--- config.mk ---
export PLATFORM = sky130hd
export DESIGN_NAME = tiec_top
export DESIGN_NICKNAME = d
export VERILOG_FILES = /design/src/tiec_pkg.sv /design/src/tiec_top.sv
export VERILOG_INCLUDE_DIRS = /design/src
export SDC_FILE = /design/constraint.sdc
export NUM_CORES = 1
export LEC_CHECK = 0
export ABC_CLOCK_PERIOD_IN_PS = 3500
export BUFFER_PORTS_ARGS = -buffer_cell sky130_fd_sc_hd__buf_4
export CAP_MARGIN = 20
export CORE_UTILIZATION = 50
export CTS_BUF_LIST = sky130_fd_sc_hd__clkbuf_4
export DETAILED_ROUTE_END_ITERATION = 8
export GPL_ROUTABILITY_DRIVEN = 0
export MAX_ROUTING_LAYER = met4
export PLACE_DENSITY = 0.87
export RECOVER_POWER = 25
export SLEW_MARGIN = 10
export SYNTH_ARGS = -nofsm -noshare
export SYNTH_HDL_FRONTEND = slang
export SYNTH_SLANG_ARGS = --single-unit
--- constraint.sdc ---
create_clock -name sys_clk_i -period 3.5 [get_ports sys_clk_i]
set_input_delay 0.175 -clock sys_clk_i [delete_from_list [all_inputs] [get_ports sys_clk_i]]
set_output_delay 0.175 -clock sys_clk_i [all_outputs]
set_load 0.02 [all_outputs]
--- src/tiec_defines.svh ---
`ifndef TIEC_DEFINES_SVH
`define TIEC_DEFINES_SVH
// Register offset on the internal I/O bus
`define TIEC_CTRL_ADDR      8'h34
// Field positions of the trap/control register
`define TIEC_TRAP_BIT       7
`define TIEC_POS_BIT        6
`define TIEC_EN2_BIT        2
`define TIEC_EN1_BIT        1
`define TIEC_EN0_BIT        0
// Reset values
`define TIEC_EN_RST         3'h1
// Restart addresses
`define TIEC_TRAP_VEC       16'h0000
`define TIEC_NMI_VEC        16'h0066
`define TIEC_MODE1_VEC      16'h0038
`endif

--- src/tiec_pkg.sv ---
package tiec_pkg;
	// Level 0 response modes
	typedef enum logic [1:0] {
		TIEC_MODE0 = 2'h0,
		TIEC_MODE1 = 2'h1,
		TIEC_MODE2 = 2'h2
	} tiec_mode_t;
	// Interrupt taken, binary-coded kind
	typedef enum logic [2:0] {
		TIEC_ACC_NONE = 3'h0,
		TIEC_ACC_NMI  = 3'h1,
		TIEC_ACC_MASKABLE_LEVEL0_INPUT = 3'h2,
		TIEC_ACC_MASKABLE_LEVEL1_INPUT = 3'h3,
		TIEC_ACC_MASKABLE_LEVEL2_INPUT = 3'h4
	} tiec_acc_t;
endpackage

--- src/tiec_top.sv ---
`include "tiec_defines.svh"
`timescale 1ns/1ps
`default_nettype none
module tiec_top
	import tiec_pkg::*;
(
	input  wire logic        sys_clk_i,
	input  wire logic        sys_rst_i,
	// Internal I/O register bus
	input  wire logic [7:0]  io_addr_i,
	input  wire logic [7:0]  io_wdata_i,
	input  wire logic        io_wr_i,
	input  wire logic        io_rd_i,
	output logic      [7:0]  io_rdata_o,
	// External request pins, active low
	input  wire logic        nmi_n_i,
	input  wire logic        maskable_level0_input_n_i,
	input  wire logic        maskable_level1_input_n_i,
	input  wire logic        maskable_level2_input_n_i,
	// Sequencer events, one-cycle pulses
	input  wire logic        undef_opcode_i,
	input  wire logic        undef_third_byte_i,
	input  wire logic        ack_mode0_fetch_i,
	input  wire logic        sample_point_i,
	input  wire logic        enable_interrupts_instruction_i,
	input  wire logic        disable_interrupts_instruction_i,
	input  wire logic        return_from_non_maskable_i,
	input  wire logic        return_from_interrupt_i,
	input  wire logic        load_a_special_i,
	input  wire logic        int_accept_i,
	input  wire logic [1:0]  mode_set_i,
	input  wire logic        mode_set_en_i,
	input  wire logic        internal_req_i,
	// Requests to the sequencer
	output logic             trap_req_o,
	output logic             irq_valid_o,
	output logic      [2:0]  irq_kind_o,
	output logic      [1:0]  level0_mode_o,
	output logic      [15:0] restart_addr_o,
	output logic             push_pc_o,
	output logic             trap_insert_state_o,
	output logic             inhibit_insert_o,
	output logic             parity_flag_o,
	output logic             parity_flag_we_o,
	output logic             global_enable_flag_o,
	output logic             shadow_enable_flag_o
);

	////////////////////////////////////////////////////////////////////////
	// Pin synchronisers: every pin passes two flops before any logic reads it.
	// They reset to the idle high level, so release of reset shows no false
	// falling edge on the non-maskable pin and no phantom maskable request
	// in the first cycles after reset.
	logic [3:0] pin_meta_q;
	logic [3:0] pin_sync_q;
	logic       nmi_prev_q;
	logic       nmi_pend_q;

	always_ff @(posedge sys_clk_i) begin
		if (sys_rst_i) begin
			pin_meta_q <= 4'hf;
			pin_sync_q <= 4'hf;
		end else begin
			pin_meta_q <= {maskable_level2_input_n_i, maskable_level1_input_n_i,
				maskable_level0_input_n_i, nmi_n_i};
			pin_sync_q <= pin_meta_q;
		end
	end

	////////////////////////////////////////////////////////////////////////
	// Control register fields
	logic       trap_q;
	logic       pos_q;
	logic [2:0] in_en_q;

	// Enable flags, level 0 mode and the pending selection
	logic       gie_q;
	logic       shadow_q;
	tiec_mode_t mode_q;
	tiec_acc_t  acc_q;

	// Decoded strobes of this cycle
	logic       wr_ctrl;
	logic       trap_hit;
	logic       nmi_fall;
	logic       accept_nmi;
	logic       accept_mask;

	// Control register write, trap detection and accept decode; an accept
	// acts on the kind that was selected at the last sample point
	assign wr_ctrl  = io_wr_i && (io_addr_i == `TIEC_CTRL_ADDR);
	assign trap_hit = undef_opcode_i || (ack_mode0_fetch_i && undef_opcode_i);
	assign nmi_fall = nmi_prev_q && !pin_sync_q[0];
	assign accept_nmi  = int_accept_i && (acc_q == TIEC_ACC_NMI);
	assign accept_mask = int_accept_i && (acc_q != TIEC_ACC_NMI) && (acc_q != TIEC_ACC_NONE);

	// Trap flag: hardware set wins over a software clear in the same cycle,
	// so an undefined opcode is never lost to a write aimed at an earlier one
	always_ff @(posedge sys_clk_i) begin
		if (sys_rst_i) begin
			trap_q <= 1'b0;
		end else if (trap_hit) begin
			trap_q <= 1'b1;
		end else if (wr_ctrl && !io_wdata_i[`TIEC_TRAP_BIT]) begin
			trap_q <= 1'b0;
		end
	end

	// Faulting byte position flag, updated on each trap
	// and held otherwise, so software can read it long after the entry
	always_ff @(posedge sys_clk_i) begin
		if (sys_rst_i) begin
			pos_q <= 1'b0;
		end else if (trap_hit) begin
			pos_q <= undef_third_byte_i;
		end
	end

	// Per-input enables, bits 5..3 not stored
	// Reset leaves level 0 enabled, so one enable instruction opens it
	always_ff @(posedge sys_clk_i) begin
		if (sys_rst_i) begin
			in_en_q <= `TIEC_EN_RST;
		end else if (wr_ctrl) begin
			in_en_q <= io_wdata_i[`TIEC_EN2_BIT:`TIEC_EN0_BIT];
		end
	end

	// Global and shadow enable flags
	// Only one event moves the flags in a cycle; the order of the branches is
	// the priority: non-maskable accept, maskable accept, disable, enable,
	// then return from the non-maskable routine
	always_ff @(posedge sys_clk_i) begin
		if (sys_rst_i) begin
			gie_q    <= 1'b0;
			shadow_q <= 1'b0;
		end else if (accept_nmi) begin
			shadow_q <= gie_q;
			gie_q    <= 1'b0;
		end else if (accept_mask) begin
			gie_q    <= 1'b0;
			shadow_q <= 1'b0;
		end else if (disable_interrupts_instruction_i) begin
			gie_q    <= 1'b0;
			shadow_q <= 1'b0;
		end else if (enable_interrupts_instruction_i) begin
			gie_q    <= 1'b1;
			shadow_q <= 1'b1;
		end else if (return_from_non_maskable_i) begin
			gie_q <= shadow_q;
		end
	end

	// Level 0 mode select, mode 0 after reset
	// Code 3 names no mode and is ignored
	always_ff @(posedge sys_clk_i) begin
		if (sys_rst_i) begin
			mode_q <= TIEC_MODE0;
		end else if (mode_set_en_i && mode_set_i != 2'h3) begin
			mode_q <= tiec_mode_t'(mode_set_i);
		end
	end

	////////////////////////////////////////////////////////////////////////
	// NMI edge latch, held until accepted
	// A new falling edge in the accept cycle wins, so no edge is lost;
	// the previous-level flop reads only the second synchroniser stage
	always_ff @(posedge sys_clk_i) begin
		if (sys_rst_i) begin
			nmi_prev_q <= 1'b1;
			nmi_pend_q <= 1'b0;
		end else begin
			nmi_prev_q <= pin_sync_q[0];
			if (nmi_fall) begin
				nmi_pend_q <= 1'b1;
			end else if (accept_nmi) begin
				nmi_pend_q <= 1'b0;
			end
		end
	end

	////////////////////////////////////////////////////////////////////////
	// Qualified maskable requests, one per external level; a level asks only
	// while the global flag and its own enable bit are both set
	logic [2:0] lvl_req;
	for (genvar g = 0; g < 3; g++) begin : g_lvl
		assign lvl_req[g] = gie_q && in_en_q[g] && !pin_sync_q[g + 1];
	end

	// Priority selection at the sample point; the choice stands until the
	// sequencer accepts it or the next sample point, so a pin released in between does not retract it
	tiec_acc_t acc_d;
	always_comb begin
		acc_d = acc_q;
		if (int_accept_i) begin
			acc_d = TIEC_ACC_NONE;
		end
		if (sample_point_i) begin
			if (nmi_pend_q) begin
				acc_d = TIEC_ACC_NMI;
			end else if (lvl_req[0]) begin
				acc_d = TIEC_ACC_MASKABLE_LEVEL0_INPUT;
			end else if (lvl_req[1]) begin
				acc_d = TIEC_ACC_MASKABLE_LEVEL1_INPUT;
			end else if (lvl_req[2]) begin
				acc_d = TIEC_ACC_MASKABLE_LEVEL2_INPUT;
			end else begin
				acc_d = TIEC_ACC_NONE;
			end
		end
	end

	// Selected kind, held for the accept decode
	always_ff @(posedge sys_clk_i) begin
		if (sys_rst_i) begin
			acc_q <= TIEC_ACC_NONE;
		end else begin
			acc_q <= acc_d;
		end
	end

	// Internal sources are refused while the global flag is low; their own
	// enables live in the peripherals, outside this block
	logic internal_ok;
	assign internal_ok = internal_req_i && gie_q;

	////////////////////////////////////////////////////////////////////////
	// Trap sequence strobes: request and insert state together, then the
	// guard that keeps bus release, refresh, DMA and wait out of the next state
	always_ff @(posedge sys_clk_i) begin
		if (sys_rst_i) begin
			trap_req_o          <= 1'b0;
			trap_insert_state_o <= 1'b0;
			inhibit_insert_o    <= 1'b0;
		end else begin
			trap_req_o          <= trap_hit;
			trap_insert_state_o <= trap_hit;
			inhibit_insert_o    <= trap_insert_state_o;
		end
	end

	// Stack push strobe; a level 0 mode 0 accept pushes nothing, since the
	// instruction fetched from the data bus does its own stacking
	always_ff @(posedge sys_clk_i) begin
		if (sys_rst_i) begin
			push_pc_o <= 1'b0;
		end else begin
			push_pc_o <= trap_hit || accept_nmi ||
				(accept_mask && !(acc_q == TIEC_ACC_MASKABLE_LEVEL0_INPUT && mode_q == TIEC_MODE0));
		end
	end

	// Restart address, held until the next event that names one; the trap
	// wins when it lands together with an accept
	always_ff @(posedge sys_clk_i) begin
		if (sys_rst_i) begin
			restart_addr_o <= `TIEC_TRAP_VEC;
		end else if (trap_hit) begin
			restart_addr_o <= `TIEC_TRAP_VEC;
		end else if (accept_nmi) begin
			restart_addr_o <= `TIEC_NMI_VEC;
		end else if (accept_mask && acc_q == TIEC_ACC_MASKABLE_LEVEL0_INPUT && mode_q == TIEC_MODE1) begin
			restart_addr_o <= `TIEC_MODE1_VEC;
		end
	end

	// Request status for the sequencer
	always_ff @(posedge sys_clk_i) begin
		if (sys_rst_i) begin
			irq_valid_o <= 1'b0;
			irq_kind_o  <= 3'h0;
		end else begin
			irq_valid_o <= (acc_d != TIEC_ACC_NONE) || internal_ok;
			irq_kind_o  <= acc_d;
		end
	end

	// Level 0 mode view
	always_ff @(posedge sys_clk_i) begin
		if (sys_rst_i) begin
			level0_mode_o <= 2'h0;
		end else begin
			level0_mode_o <= mode_q;
		end
	end

	// Parity flag copy for the load-special instructions; the written value
	// stands until the next such load
	always_ff @(posedge sys_clk_i) begin
		if (sys_rst_i) begin
			parity_flag_o    <= 1'b0;
			parity_flag_we_o <= 1'b0;
		end else begin
			parity_flag_we_o <= load_a_special_i;
			if (load_a_special_i) begin
				parity_flag_o <= gie_q;
			end
		end
	end

	// Enable flag views, one cycle behind the flags themselves
	always_ff @(posedge sys_clk_i) begin
		if (sys_rst_i) begin
			global_enable_flag_o <= 1'b0;
			shadow_enable_flag_o <= 1'b0;
		end else begin
			global_enable_flag_o <= gie_q;
			shadow_enable_flag_o <= shadow_q;
		end
	end

	// Register read port; bits 5..3 always read zero, other addresses give zero
	always_ff @(posedge sys_clk_i) begin
		if (sys_rst_i) begin
			io_rdata_o <= 8'h00;
		end else if (io_rd_i && io_addr_i == `TIEC_CTRL_ADDR) begin
			io_rdata_o <= {trap_q, pos_q, 3'h0, in_en_q};
		end else begin
			io_rdata_o <= 8'h00;
		end
	end

endmodule
`default_nettype wire
==> summary.txt <==
Placed design
  – Post-detailed-placement half-perimeter wirelength: 2.09 mm
  – Port Buffers: 56

Yosys
  – Post-Synth Simple-Gate Area: 0.246
  – Cell types occupying the most area after synthesis: sky130_fd_sc_hd__dfxtp_1 54%, sky130_fd_sc_hd__buf_4 8.6%, sky130_fd_sc_hd__nor2b_1 4.2%
  – Distinct cells, synth: 33
  – Average cell area after synthesis: 9.91 um^2
  – Yosys top cell area share: 0.542
  – Post-synth top area cell: sky130_fd_sc_hd__dfxtp_1
  – Yosys reg bits: 40
  – Post-synthesis cell area: 1480 um^2
  – Share of synthesized flip-flops with an asynchronous set or reset: 0
  – Combinational family with the most area after synthesis: simple AND/OR/NAND/NOR gates
  – Post-synth EDFFs: 0
  – Gate count of the mapped netlist: 149
  – Share of synthesized area occupied by flip-flops and latches: 0.542
  – XOR/XNOR Fraction of Synth Area: 0
  – Post-synthesis mux area share: 0.0271
  – Commonest cells post-synth: 40 x sky130_fd_sc_hd__dfxtp_1, 17 x sky130_fd_sc_hd__buf_4, 14 x sky130_fd_sc_hd__nor2_1, 10 x sky130_fd_sc_hd__nor2b_1, 9 x sky130_fd_sc_hd__or2_2
  – Adder-cell share of the synthesized area: 0
  – Top-count cell post-synth: sky130_fd_sc_hd__dfxtp_1
  – Number of warnings printed during yosys synthesis: 0
  – Compound-gate portion of the synthesized area: 0.0805
  – Most instantiated flip-flop cell in the synthesis netlist: sky130_fd_sc_hd__dfxtp_1

Cells and area
  – Fill cell instance count of the final layout: approximately 230
  – Area added between synthesis and finish: 28.3%
  – Post-layout net count: around 240
  – Share of post-route cells with drive strength above 1: 0.356
  – Count of inserted antenna diode cells: 0

Setup path
  – Kind of critical path: in -> reg
  – R2R setup slack: 1.99 ns
  – Data arrival, critical path: 2.17 ns
  – CP Capture Type: register
  – Crit start category: primary input
  – Family with the most delay on the worst path: buffers and inverters
  – CP Max Fanout: 34
  – Delay of the slowest critical-path stage: 0.95 ns
  – Req. time, crit path: ~3.7 ns
  – Number of buffers and inverters on the critical path: 1
  – Slowest stage cell on the critical path: sky130_fd_sc_hd__clkbuf_1
  – CP cell instances: clkbuf_1, nor2b_2, and3b_1, a22o_1, a2111o_1

Routing
  – Detailed Routing Iterations Pass 1: 4
  – Number of DRC markers after the initial detailed-route iteration: 24
  – Number of vias per cell: just under 5
  – Per-cell routed wire length: 11.6 um
  – Number of antenna-violating nets in the routed design: 0
  – Overall via count from detail_route: about 1200
  – Detailed-route wire length: 2.75 mm
  – Post-detailed-route DRC marker count: 0

Floorplan
  – Horizontal die dimension: 56.3 um
  – Effective utilization at floorplan: 0.531
  – Die footprint: 3170 um^2
  – I/O pin total: 76
  – Core area: 2780 um^2
  – Y dimension of the die: 56.3 um
  – Count of standard-cell rows: 19

Clocking
  – Longest Clk Path Bufs: 2
  – Clock tree from TritonCTS: built
  – Resize count post-CTS: 0
  – Root buffer cell: sky130_fd_sc_hd__clkbuf_4
  – CTS clock-pin slew for the worst setup and hold paths: 0.10 ns
  – Number of buffers added to fix hold violations after cts: 0
  – Number of buffers added by the clock tree synthesis step: 5
  – Insertion delay to the later sink of the worst-skew pair: 0.33 ns
  – TritonCTS Sinks: 40
  – Deepest level of the CTS H-tree: 2
  – # Post-CTS Setup Buffers: 0

Global route
  – GRT met2 Usage: 0.344
  – Initial antenna violation count: 0
  – Via count of the first global-routing pass: 1084
  – Global-route track usage on met3: 0.0438
  – Layer carrying the most global-route usage: met2
  – Sum of overflow across all layers after global routing: 0
  – Met1 layer usage reported by global route: 0.194
  – Overall routing resource usage: 0.187
  – Global-route wire length before repair: roughly 4.5 mm
  – Maximum number of pins on one net before global-route repair: 35

Power
  – Reg power frac: 0.604
  – Switching Share: 0.234
  – Leakage power: 0.878 nW
  – Post-layout power: 0.788 mW
  – Portion of total power attributed to combinational logic: 0.108
  – Power Dens Cells: 416 nW/um^2
  – Sw power: 0.184 mW
  – P_int: 0.604 mW
  – Fraction of power consumed by the clock network: 0.289
  – Worst-case vdd ir drop: between 0.3 and 0.4 mV

Timing
  – Count of final setup violators: 0
  – Setup TNS: 0 ns
  – Final worst clock skew: 0.00336 ns
  – FMAX: 512 MHz
  – Setup repair after global routing missed its margin: no
  – Transition time of the tightest slew-check pin: 1.32 ns
  – Normalized max-slew margin: 0.118
  – Post-route fraction of the period consumed by the critical path: 0.558
  – Final Hold Viols: 0
  – Max-slew violation total from the final report: 0
  – Final critical-path required period: ~2 ns

Flow run
  – Max-capacitance violation count: 0

Outcome
  – Result of the run: finished clean

Hold path
  – Path type of the worst min-delay path: in -> reg
==> stage by stage <==
step,worst slack (ns),cells,instance area [um^2],utilization,hold slack (ns)
floorplan,2.17,161,1520,-,0.251
global placement,1.99,228,1840,0.662,0.360
detailed placement,1.95,228,1840,0.662,0.364
CTS,2.05,236,1900,0.682,0.00984
global route,1.42,236,1890,0.681,0.00375
finish,1.55,236,1890,0.681,0.0197
==> power by group through the flow <==
stage               Combinational [mW]  Sequential [mW]  Clock (mW)
floorplan                       0.0491            0.491           0
global placement                0.0830            0.486           0
detailed placement              0.0855            0.487           0
CTS                             0.0858            0.476       0.233
global route                    0.0923            0.478       0.248
finish                          0.0849            0.476       0.227
==> layer usage <==
layer | vias up | wire length, um
met5 | - | 0
met1 | 537 | 1100
li1 | 579 | -
met2 | 48 | 1450
met3 | 4 | 172
met4 | 0 | 28
==> worst paths after layout <==
kind	cells past startpoint	startpoint	to
max	5	sys_rst_i	irq_valid_o$_SDFF_PP0_
min	2	maskable_level1_input_n_i	pin_meta_q[2]$_SDFF_PP1_
max reg2reg	4	gie_q$_SDFFE_PP0P_	irq_valid_o$_SDFF_PP0_
min reg2reg	1	pin_meta_q[1]$_SDFF_PP1_	pin_sync_q[1]$_SDFF_PP1_
==> state kept, by name (all words and copies together), names as in the netlist, 2 cells and up <==
name and flops:
io_rdata_o 5, pin_meta_q 4, pin_sync_q 4, in_en_q 3, irq_kind_o 3, restart_addr_o 3, level0_mode_o 2, mode_q 2
==> cell families (layout without fill, tap and decap cells) <==
family          after synthesis  after routing
buf+inv                      23             67
simple gates                 64             64
compound gates               17             17
mux                           4              4
flops                        40             40
other cells                   1             13
==> placed cells by master, fill, tap and decap left out, types with 2 or more instances in the layout <==
cell / instances
sky130_fd_sc_hd__nand4_1: 2
sky130_fd_sc_hd__mux2i_1: 4
sky130_fd_sc_hd__and2_1: 6
sky130_fd_sc_hd__nor2b_1: 10
sky130_fd_sc_hd__nor4b_1: 2
sky130_fd_sc_hd__inv_1: 3
sky130_fd_sc_hd__clkbuf_4: 7
sky130_fd_sc_hd__nand2b_1: 3
sky130_fd_sc_hd__or2_2: 9
sky130_fd_sc_hd__nor2_1: 14
sky130_fd_sc_hd__nand2_1: 4
sky130_fd_sc_hd__o21ai_0: 4
sky130_fd_sc_hd__conb_1: 13
sky130_fd_sc_hd__dfxtp_1: 40
sky130_fd_sc_hd__a21oi_1: 4
sky130_fd_sc_hd__nor3_1: 7
sky130_fd_sc_hd__buf_4: 55
==> area by class of cell <==
| type | instances | area [um^2] | share of cell area |
|---|---|---|---|
| flip-flops and latches | 40 | 801 | 0.423 |
| multi-input cells | 98 | 571 | 0.301 |
| well taps | 31 | 38.8 | 0.0205 |
| inverters | 3 | 11.3 | 0.00594 |
| repair buffers | 56 | 417 | 0.220 |
| clock buffers | 7 | 52.6 | 0.0277 |
| clock inverters | 1 | 3.75 | 0.00198 |
No activity file was read; power rests on OpenSTA's default activity.
